==> src/conv_pkg.sv <==
// Shared constants, types and register map of the converter post-processor
`default_nettype none
package conv_pkg;
  // Register byte addresses
  localparam logic [7:0] CTRL_ADDR = 8'h00;
  localparam logic [7:0] TIMING_ADDR = 8'h04;
  localparam logic [7:0] SCAN_ADDR = 8'h08;
  localparam logic [7:0] OFFSET_ADDR = 8'h0C;
  localparam logic [7:0] GAIN_ADDR = 8'h10;
  localparam logic [7:0] CMP_ADDR = 8'h14;
  localparam logic [7:0] AVG_ADDR = 8'h18;
  localparam logic [7:0] RESULT_ADDR = 8'h1C;
  localparam logic [7:0] STATUS_ADDR = 8'h20;
  // Control field positions
  localparam int START_BIT = 0;
  localparam int FREERUN_BIT = 1;
  localparam int CORR_EN_BIT = 2;
  localparam int FMT_LSB = 3;
  localparam int CMP_EN_BIT = 5;
  localparam int CMP_BELOW_BIT = 6;
  localparam int EVT_EN_BIT = 7;
  // Reset values and the gain floor
  localparam logic [11:0] GAIN_RESET = 12'h800;
  localparam logic [11:0] GAIN_MIN = 12'h400;
  localparam logic [11:0] OFFSET_RESET = 12'h000;
  localparam logic [7:0] PRESC_RESET = 8'h03;
  localparam logic [3:0] SAMPLING_TIME_VALUE_RESET = 4'h0;
  // Correction latency in peripheral clocks, gain scaling shift and largest averaging exponent
  localparam int CORR_LATENCY = 13;
  localparam int GAIN_SHIFT = 11;
  localparam int MAX_EXP = 10;
  // Result formats
  typedef enum logic [1:0] {
    FMT_R12 = 2'b00, FMT_OVS = 2'b01, FMT_R8 = 2'b10, FMT_L12 = 2'b11
  } fmt_t;
  // Control register fields; the start bit is kept apart as start_pend
  typedef struct packed {
    logic freerun;
    logic corr_en;
    fmt_t fmt;
    logic cmp_en;
    logic cmp_below;
    logic evt_en;
  } ctrl_t;
  // Packed from the top bit down: penalty [13:12], sampling [11:8], presc [7:0]
  typedef struct packed {
    logic [1:0] gain_pen;
    logic [3:0] sampling_time_value;
    logic [7:0] presc;
  } timing_t;
  typedef enum logic [1:0] {
    ST_IDLE = 2'b00, ST_CONV = 2'b01, ST_CORR = 2'b11, ST_ACC = 2'b10
  } state_t;
endpackage
`default_nettype wire

==> src/conv_post.sv <==
// Converter control, timing, correction, averaging and compare logic
`default_nettype none
module conv_post #(
  parameter int MUX_W = 5
) (
  input wire logic sys_clk,
  input wire logic reset,
  input wire logic clk_en,
  // APB slave
  input wire logic psel,
  input wire logic penable,
  input wire logic pwrite,
  input wire logic [7:0] paddr,
  input wire logic [31:0] pwdata,
  output logic [31:0] prdata,
  output logic pready,
  output logic pslverr,
  // Event trigger pin
  input wire logic start_event,
  // Analog core side
  input wire logic [11:0] raw_data,
  output logic converter_clock,
  output logic sample_strobe,
  output logic [MUX_W-1:0] positive_input_select,
  // Status outputs
  output logic conv_done,
  output logic compare_event
);
  initial begin
    if (MUX_W < 2 || MUX_W > 8) begin
      $error("MUX_W out of range");
    end
  end

  typedef struct packed {
    conv_pkg::ctrl_t ctrl;
    conv_pkg::timing_t tim;
    logic [MUX_W-1:0] mux_first;
    logic [MUX_W-1:0] mux_count;
    logic [MUX_W-1:0] mux_idx;
    logic [11:0] offset_trim_value;
    logic [11:0] gain_trim_factor;
    logic [11:0] cmp_thr;
    logic [3:0] sample_count_exponent;
    logic [2:0] extra_shift_count;
    logic [15:0] result;
    logic done_flag;
    logic cmp_flag;
    logic start_pend;
    conv_pkg::state_t state;
    logic [7:0] presc_cnt;
    logic cclk;
    logic [5:0] half_cnt;
    logic [3:0] corr_cnt;
    logic first_done;
    logic [21:0] acc;
    logic [10:0] acc_cnt;
    logic [1:0] ev_sync;
    logic ev_prev;
    logic done_p;
    logic cmp_p;
    logic samp_p;
    logic [11:0] cur;
  } st_t;

  st_t s_r, s_nxt;

  // Correct one raw sample: offset then gain, scaled and limited
  function automatic logic [11:0] correct(input logic [11:0] raw,
      input logic [11:0] off, input logic [11:0] gain);
    logic signed [13:0] diff;
    logic signed [26:0] prod;
    logic signed [26:0] scaled;
    diff = $signed({2'b00, raw}) - $signed({2'b00, off});
    prod = diff * $signed({15'h0000, gain});
    scaled = prod >>> conv_pkg::GAIN_SHIFT;
    if (scaled < 0) begin
      correct = 12'h000;
    end else if (scaled > 27'sh0000FFF) begin
      correct = 12'hFFF;
    end else begin
      correct = scaled[11:0];
    end
  endfunction

  // Conversion length in half converter clocks
  function automatic logic [5:0] conv_halves(input conv_pkg::fmt_t f,
      input logic [3:0] sv, input logic [1:0] pen);
    logic [5:0] res;
    res = (f == conv_pkg::FMT_R8) ? 6'h08 : 6'h0C;
    conv_halves = res + {2'b00, sv} + {3'b000, pen, 1'b0};
  endfunction

  // Automatic right shift for 2^exp accumulated samples
  function automatic logic [2:0] auto_shift(input logic [3:0] e);
    auto_shift = (e > 4'h4) ? 3'(e - 4'h4) : 3'h0;
  endfunction

  logic [11:0] corr_val;
  logic [21:0] acc_sum;
  logic [21:0] avg_shifted;
  logic [15:0] avg_val;
  logic [15:0] fmt_val;
  logic cmp_hit;
  logic cclk_rise;
  logic apb_wr;

  // Offset always applies; without gain a negative difference floors
  // at zero like the gain path, so a large trim never wraps to full scale
  assign corr_val = s_r.ctrl.corr_en ?
      correct(s_r.cur, s_r.offset_trim_value, s_r.gain_trim_factor) :
      ((s_r.cur < s_r.offset_trim_value) ? 12'h000 :
      (s_r.cur - s_r.offset_trim_value));
  assign acc_sum = s_r.acc + {10'h000, corr_val};
  // Both the auto shift and the software shift apply
  assign avg_shifted = (acc_sum >> auto_shift(s_r.sample_count_exponent))
      >> s_r.extra_shift_count;
  // Saturate to 16 bits rather than wrap
  assign avg_val = (|avg_shifted[21:16]) ? 16'hFFFF : avg_shifted[15:0];
  always_comb begin
    case (s_r.ctrl.fmt)
      conv_pkg::FMT_R12: fmt_val = {4'h0, corr_val};
      conv_pkg::FMT_OVS: fmt_val = avg_val;
      conv_pkg::FMT_R8: fmt_val = {8'h00, corr_val[11:4]};
      conv_pkg::FMT_L12: fmt_val = {corr_val, 4'h0};
      default: fmt_val = {4'h0, corr_val};
    endcase
  end
  // Threshold compares on the 12-bit corrected value
  assign cmp_hit = !s_r.ctrl.cmp_en ? 1'b1 :
      (s_r.ctrl.cmp_below ? (corr_val < s_r.cmp_thr) :
      (corr_val > s_r.cmp_thr));
  assign cclk_rise = (s_r.presc_cnt == s_r.tim.presc) && !s_r.cclk;
  assign apb_wr = psel && penable && pwrite;

  // Next-state logic for the whole block
  always_comb begin
    s_nxt = s_r;
    s_nxt.done_p = 1'b0;
    s_nxt.cmp_p = 1'b0;
    s_nxt.samp_p = 1'b0;
    s_nxt.ev_sync = {s_r.ev_sync[0], start_event};
    s_nxt.ev_prev = s_r.ev_sync[1];
    // Prescaler: half period is presc+1 peripheral clocks
    if (s_r.presc_cnt == s_r.tim.presc) begin
      s_nxt.presc_cnt = 8'h00;
      s_nxt.cclk = ~s_r.cclk;
    end else begin
      s_nxt.presc_cnt = s_r.presc_cnt + 8'h01;
    end
    // Event rising edge is a start request
    if (s_r.ctrl.evt_en && s_r.ev_sync[1] && !s_r.ev_prev) begin
      s_nxt.start_pend = 1'b1;
    end
    case (s_r.state)
      conv_pkg::ST_IDLE: begin
        s_nxt.first_done = 1'b0;
        // Pending start latched earlier, taken on a converter edge
        if (s_r.start_pend && cclk_rise) begin
          s_nxt.start_pend = 1'b0;
          s_nxt.state = conv_pkg::ST_CONV;
          s_nxt.half_cnt = conv_halves(s_r.ctrl.fmt, s_r.tim.sampling_time_value,
              s_r.tim.gain_pen);
          s_nxt.mux_idx = '0;
          s_nxt.acc = '0;
          s_nxt.acc_cnt = '0;
          s_nxt.samp_p = 1'b1;
        end
      end
      conv_pkg::ST_CONV: begin
        if (s_r.presc_cnt == s_r.tim.presc) begin
          if (s_r.half_cnt == 6'h01) begin
            s_nxt.cur = raw_data;
            if (s_r.ctrl.corr_en && !s_r.first_done) begin
              s_nxt.state = conv_pkg::ST_CORR;
              s_nxt.corr_cnt = 4'(conv_pkg::CORR_LATENCY - 1);
            end else begin
              s_nxt.state = conv_pkg::ST_ACC;
            end
          end else begin
            s_nxt.half_cnt = s_r.half_cnt - 6'h01;
          end
        end
      end
      // Correction wait; the prescaler keeps running meanwhile, so
      // later free-run conversions stay on the converter clock grid
      conv_pkg::ST_CORR: begin
        if (s_r.corr_cnt == 4'h0) begin
          s_nxt.state = conv_pkg::ST_ACC;
        end else begin
          s_nxt.corr_cnt = s_r.corr_cnt - 4'h1;
        end
      end
      // One cycle to store; the next sample starts here in scan or free run
      conv_pkg::ST_ACC: begin
        s_nxt.first_done = 1'b1;
        s_nxt.state = conv_pkg::ST_CONV;
        s_nxt.half_cnt = conv_halves(s_r.ctrl.fmt, s_r.tim.sampling_time_value,
            s_r.tim.gain_pen);
        s_nxt.samp_p = 1'b1;
        if (s_r.ctrl.fmt == conv_pkg::FMT_OVS &&
            s_r.acc_cnt != (11'h001 << s_r.sample_count_exponent) - 11'h001)
            begin
          s_nxt.acc = acc_sum;
          s_nxt.acc_cnt = s_r.acc_cnt + 11'h001;
        end else begin
          s_nxt.acc = '0;
          s_nxt.acc_cnt = '0;
          s_nxt.result = fmt_val;
          s_nxt.done_p = 1'b1;
          s_nxt.done_flag = 1'b1;
          if (cmp_hit) begin
            s_nxt.cmp_p = 1'b1;
            s_nxt.cmp_flag = 1'b1;
          end
          if (s_r.mux_idx + 1'b1 < s_r.mux_count) begin
            s_nxt.mux_idx = s_r.mux_idx + 1'b1;
          end else begin
            s_nxt.mux_idx = '0;
            if (!s_r.ctrl.freerun) begin
              s_nxt.state = conv_pkg::ST_IDLE;
              s_nxt.samp_p = 1'b0;
            end
          end
        end
      end
      default: s_nxt.state = conv_pkg::ST_IDLE;
    endcase
    // Register writes; hardware set beats software clear
    if (apb_wr) begin
      case (paddr)
        conv_pkg::CTRL_ADDR: begin
          if (pwdata[conv_pkg::START_BIT]) begin
            s_nxt.start_pend = 1'b1;
          end
          s_nxt.ctrl.freerun = pwdata[conv_pkg::FREERUN_BIT];
          s_nxt.ctrl.corr_en = pwdata[conv_pkg::CORR_EN_BIT];
          s_nxt.ctrl.fmt = conv_pkg::fmt_t'(pwdata[conv_pkg::FMT_LSB +: 2]);
          s_nxt.ctrl.cmp_en = pwdata[conv_pkg::CMP_EN_BIT];
          s_nxt.ctrl.cmp_below = pwdata[conv_pkg::CMP_BELOW_BIT];
          s_nxt.ctrl.evt_en = pwdata[conv_pkg::EVT_EN_BIT];
        end
        conv_pkg::TIMING_ADDR: s_nxt.tim = pwdata[13:0];
        conv_pkg::SCAN_ADDR: begin
          s_nxt.mux_first = pwdata[MUX_W-1:0];
          s_nxt.mux_count = pwdata[8 +: MUX_W];
        end
        conv_pkg::OFFSET_ADDR: s_nxt.offset_trim_value = pwdata[11:0];
        conv_pkg::GAIN_ADDR: begin
          // Values below half gain are clamped to the legal floor
          s_nxt.gain_trim_factor = (pwdata[11:0] < conv_pkg::GAIN_MIN) ?
              conv_pkg::GAIN_MIN : pwdata[11:0];
        end
        conv_pkg::CMP_ADDR: s_nxt.cmp_thr = pwdata[11:0];
        conv_pkg::AVG_ADDR: begin
          s_nxt.sample_count_exponent = (pwdata[3:0] > 4'(conv_pkg::MAX_EXP))
              ? 4'(conv_pkg::MAX_EXP) : pwdata[3:0];
          s_nxt.extra_shift_count = pwdata[6:4];
        end
        conv_pkg::STATUS_ADDR: begin
          if (pwdata[0] && !s_nxt.done_p) begin
            s_nxt.done_flag = 1'b0;
          end
          if (pwdata[1] && !s_nxt.cmp_p) begin
            s_nxt.cmp_flag = 1'b0;
          end
        end
        default: ;
      endcase
    end
  end

  // State register with synchronous reset and clock enable
  always_ff @(posedge sys_clk) begin
    if (reset) begin
      s_r <= '0;
      s_r.gain_trim_factor <= conv_pkg::GAIN_RESET;
      s_r.offset_trim_value <= conv_pkg::OFFSET_RESET;
      s_r.tim.presc <= conv_pkg::PRESC_RESET;
      s_r.tim.sampling_time_value <= conv_pkg::SAMPLING_TIME_VALUE_RESET;
      s_r.state <= conv_pkg::ST_IDLE;
    end else if (clk_en) begin
      s_r <= s_nxt;
    end
  end

  // Read mux; unmapped addresses read zero with an error
  always_comb begin
    prdata = 32'h0000_0000;
    pslverr = 1'b0;
    case (paddr)
      conv_pkg::CTRL_ADDR: prdata = {24'h000000, s_r.ctrl.evt_en,
          s_r.ctrl.cmp_below, s_r.ctrl.cmp_en, s_r.ctrl.fmt,
          s_r.ctrl.corr_en, s_r.ctrl.freerun, s_r.start_pend};
      conv_pkg::TIMING_ADDR: prdata = {18'h00000, s_r.tim};
      conv_pkg::SCAN_ADDR: prdata = 32'({s_r.mux_count, 8'(s_r.mux_first)})
          ;
      conv_pkg::OFFSET_ADDR: prdata = {20'h00000, s_r.offset_trim_value};
      conv_pkg::GAIN_ADDR: prdata = {20'h00000, s_r.gain_trim_factor};
      conv_pkg::CMP_ADDR: prdata = {20'h00000, s_r.cmp_thr};
      conv_pkg::AVG_ADDR: prdata = {25'h0000000, s_r.extra_shift_count,
          s_r.sample_count_exponent};
      conv_pkg::RESULT_ADDR: prdata = {16'h0000, s_r.result};
      conv_pkg::STATUS_ADDR: prdata = {28'h0000000,
          s_r.state != conv_pkg::ST_IDLE, 1'b0, s_r.cmp_flag, s_r.done_flag};
      default: pslverr = psel && penable;
    endcase
  end

  // Zero wait states; a frozen clock enable does not stall the bus
  assign pready = 1'b1;
  assign converter_clock = s_r.cclk;
  assign sample_strobe = s_r.samp_p;
  assign positive_input_select = s_r.mux_first + s_r.mux_idx;
  assign conv_done = s_r.done_flag;
  assign compare_event = s_r.cmp_p;
endmodule
`default_nettype wire

==> config.mk <==
export PLATFORM = sky130hd
export DESIGN_NAME = conv_post
export DESIGN_NICKNAME = d
export VERILOG_FILES = /design/src/conv_pkg.sv /design/src/conv_post.sv
export SDC_FILE = /design/constraint.sdc
export NUM_CORES = 1
export LEC_CHECK = 0
export BUFFER_PORTS_ARGS = -buffer_cell sky130_fd_sc_hd__buf_2
export CAP_MARGIN = 20
export CORE_MARGIN = 3
export CORE_UTILIZATION = 55
export DETAILED_ROUTE_END_ITERATION = 8
export GPL_TIMING_DRIVEN = 0
export PLACE_DENSITY_LB_ADDON = 0.1
export SLEW_MARGIN = 20
export SYNTH_ARGS = -nofsm -noshare
export SYNTH_HDL_FRONTEND = slang
export SYNTH_SLANG_ARGS = --single-unit
==> constraint.sdc <==
create_clock -name sys_clk -period 12.2 [get_ports sys_clk]
set_input_delay 0 -clock sys_clk [delete_from_list [all_inputs] [get_ports sys_clk]]
set_output_delay 0 -clock sys_clk [all_outputs]
set_load 0.01 [all_outputs]
==> summary.txt <==
Synth
  • Top cells by area, synth: dfxtp_1 (18%), fa_1 (16%), ha_1 (7.6%)
  • Multiplexer area fraction after synthesis: 3.48%
  • Post-synth EDFFs: 0
  • Syn_area_per_cell: 7.78 um^2
  • XOR/XNOR share of the synthesized area: 3.71%
  • Synthesized area: 18500 um^2
  • Yosys top cell by area: dfxtp_1
  • Register area share after synthesis: 18.4%
  • Synth Warn #: 0
  • Post-Synth Adder-Cell Area: 24.1%
  • #FFs+latches synth: 170
  • Synth cell types: 86
  • Synth Area in Compound Gates: 19.3%
  • Ys async rst share: 0%
  • Post-synthesis cell count: 2371
  • Post-synthesis simple-gate area fraction: 21.5%
  • Largest family of logic cells by synthesized area: adder cells
  • Yosys top cell area share: 18.4%
  • Post-synth top flop: dfxtp_1

STA
  • Slew Limit Fails: 0
  • Skew final: 18.4 ps
  • Final Cycle Share: 98.3%
  • Tmin final: 12000 ps
  • Fmax: 83.3 MHz
  • Final setup margin: 202 ps
  • RSZ-0062 raised after global routing: true
  • Slew @ Worst Pin: 1140 ps
  • Setup violations, final: 0
  • Hold Violations, Final: 0
  • Slew Limit Headroom: 23.8%

Placement
  • Setup WS pre-CTS: -2210 ps
  • GPL Wtd Cong: 0.983
  • Number of port buffers: 61
  • Placed insts: 2889
  • Dpl hpwl: 48500 um

Setup path
  • Crit-path slowest cell: fa_1
  • Critical Path Start: s_r[123]$_SDFFE_PP0P_
  • Crit Path Category: flip-flop to flip-flop
  • Buffers & Inverters on Critical Path: 9
  • R2R cell count: 46
  • CP endpoint kind: flip-flop
  • FF-to-FF End: s_r[86]$_SDFFE_PP0P_
  • R2R Setup Slk: 200 ps
  • Crit-path max cell delay: 550 ps
  • FF-to-FF Start: s_r[123]$_SDFFE_PP0P_
  • CP delay by family, top: compound AO/OA/AOI/OAI gates
  • Worst Path Max Fanout: 10
  • Setup crit start kind: flip-flop
  • Worst Setup EP: s_r[86]$_SDFFE_PP0P_
  • Critical path depth: 46
  • CP arrival: 12370 ps
  • Crit path required time: 12570 ps

Global route
  • Antenna violations before repair: 1
  • Largest net degree at the start of global routing: 18
  • GR Overflow Total: 0
  • Gr usage total: 34.8%
  • Vias in the first global route: 17300
  • First-pass GRT wire length: 97500 um

Clock network
  • Htree depth: 4
  • CTS tree: done
  • CTS sink count: 170
  • CTS Buffer Depth: 2
  • Clock-pin slew on the worst setup and hold paths: 80 ps
  • Root Driver: clkbuf_16
  • Clock insertion delay at the later pin of the skew report: 460 ps
  • Cts bufs inserted: 17

Floorplanning
  • Die area: 35800 um^2
  • Core Area: 32800 um^2
  • Chip Width: 189 um
  • # rows: 66
  • Initial core utilization: 56.3%
  • IO Count: 102
  • Die height: 189 um

Layout
  • Layout fillers: 2891
  • Layout area overhead: 14.9%
  • Ratio of cells with drive above 1 in the final layout: 11.8%
  • Post-route insts no fill: 2996
  • # nets final: 2863

Min path
  • Hold Crit Class: primary input to flip-flop

Detailed routing
  • Routed Antenna Nets: 0
  • Drt drc: 0
  • Vias after detailed routing: 18300
  • DRT iter0 DRCs: 1881
  • DRT Pass-1 Iters: 7
  • DRT Wirelength: 63600 um
  • Vias/cell: 6.10
  • Wire length per cell: 21.2 um

Power
  • Leakage: 9.15 nW
  • Peak VDD IR: 0.115 mV
  • Sw power: 0.318 mW
  • Comb power frac: 5.4%
  • Internal power: 0.867 mW
  • Sequential Power Share: 47.0%
  • PD cells: 55.9 nW/um^2
  • Switching part of the total power: 26.8%
  • Clock power frac: 47.6%

Job
  • Max-cap violation count: 0

Status
  • Status: complete, no violations
-- timing repair --
action	4_1_cts	5_1_grt
cloned	1	3
gates resized for setup	56	80
pin swaps	15	39
hold buffers	25	0
endpoints found under the hold margin	73	0
buffers inserted	17	29
setup endpoints to repair	27	16
-- area by class of cell --
| cell class | instances | area [um^2] | share of cell area, % |
|---|---|---|---|
| Sequential cell | 170 | 3400 | 16.1 |
| Multi-Input combinational cell | 1775 | 13900 | 65.6 |
| Timing Repair Buffer | 135 | 968 | 4.57 |
| Inverter | 287 | 1080 | 5.08 |
| Clock buffer | 17 | 425 | 2.01 |
| Antenna cell | 1 | 2.50 | 0.0118 |
| Buffer | 154 | 709 | 3.35 |
| Clock inverter | 15 | 158 | 0.744 |
| Tap cell | 442 | 553 | 2.61 |
-- power by group through the flow --
stage	Combinational (mW)	Clock (mW)	Sequential [mW]
2_1_floorplan	0.0283	0	0.570
3_3_place_gp	0.0540	0	0.570
3_5_place_dp	0.0543	0	0.571
4_1_cts	0.0610	0.563	0.557
5_1_grt	0.0662	0.581	0.558
6_report	0.0636	0.564	0.558
-- logic make-up after synthesis --
kind of cell | count (synthesis)
xor+xnor | 76
mux | 57
buf+inv | 442
flops | 170
other cells | 2
fa+ha+maj | 264
compound gates | 520
simple gates | 840
-- flip-flops by register name (all words and copies together), names as in the netlist --
register	cells
compare_event	1
conv_done	1
converter_clock	1
s_nxt	2
s_r	164
sample_strobe	1
-- cell usage after synthesis, types with 32 or more instances --
| master | n |
|---|---|
| nand2_1 | 312 |
| a22oi_1 | 39 |
| a211oi_1 | 36 |
| nand3_1 | 61 |
| and2_1 | 93 |
| fa_1 | 152 |
| inv_1 | 285 |
| xnor2_1 | 44 |
| mux2i_1 | 44 |
| ha_1 | 112 |
| clkbuf_1 | 115 |
| a21oi_1 | 156 |
| dfxtp_1 | 170 |
| nor2_1 | 188 |
| o21ai_0 | 66 |
| nor3_1 | 32 |
-- stage by stage --
step | cell area (um^2) | setup TNS (ps) | util (%) | hold slack (ps) | power [mW]
2_1_floorplan | 18500 | 0 | - | 93.9 | 0.598
3_3_place_gp | 19400 | -32100 | 59.1 | 229 | 0.624
3_5_place_dp | 19400 | -34150 | 59.1 | 239 | 0.625
4_1_cts | 20600 | -16.0 | 62.7 | 54.6 | 1.18
5_1_grt | 21200 | -778 | 64.7 | 76.0 | 1.20
6_report | 21200 | 0 | 64.7 | 62.7 | 1.19
-- worst min path at each step --
stage                           start              endpoint  slack [ps]  cells past startpoint
final                         penable  s_r[73]$_SDFFE_PP0P_          60                      4
after global routing          penable  s_r[73]$_SDFFE_PP0P_          80                      4
after CTS                     penable  s_r[73]$_SDFFE_PP0P_          50                      4
after global placement    raw_data[9]   s_r[9]$_SDFFE_PP0P_         230                      3
after floorplan               penable               pslverr          90                      2
after detailed placement  raw_data[7]   s_r[7]$_SDFFE_PP0P_         240                      3
-- metal layers --
metal,wire [um],part of all wire [%],GRT usage [%],vias to the layer above
met5,0,0,0,-
met3,5420,8.5,5.52,156
met2,29900,47,57.1,891
met1,25900,41,46.4,8885
li1,-,-,-,8344
met4,2370,3.7,12.8,0
-- tightest hold or removal path, cell delays in order --
cell	delay, ps
buf_2	100
and3_1	160
nand3_1	120
a311oi_1	90
-- cell usage in the layout, fill, tap and decap left out, types with 13 or more instances in the layout --
| cell | Yosys | final |
|---|---|---|
| clkbuf_16 | 0 | 19 |
| nor3_1 | 32 | 32 |
| and2_1 | 93 | 91 |
| a211oi_1 | 36 | 32 |
| a22oi_1 | 39 | 37 |
| clkbuf_1 | 115 | 107 |
| o22ai_1 | 18 | 17 |
| conb_1 | 2 | 17 |
| buf_4 | 19 | 64 |
| inv_1 | 285 | 283 |
| a222oi_1 | 13 | 13 |
| fa_1 | 152 | 147 |
| buf_2 | 8 | 69 |
| mux2i_1 | 44 | 44 |
| a21oi_1 | 156 | 151 |
| nand4_1 | 29 | 29 |
| xnor2_1 | 44 | 41 |
| nor2_1 | 188 | 184 |
| nand3_1 | 61 | 60 |
| nand2b_1 | 16 | 16 |
| o21ai_0 | 66 | 55 |
| or2_2 | 14 | 14 |
| dlygate4sd3_1 | 0 | 25 |
| a21o_1 | 27 | 25 |
| ha_1 | 112 | 107 |
| nor2b_1 | 19 | 19 |
| nand2_1 | 312 | 311 |
| xor2_1 | 31 | 31 |
| and3_1 | 20 | 19 |
| dfxtp_1 | 170 | 169 |
(Power assumes the default switching activity.)
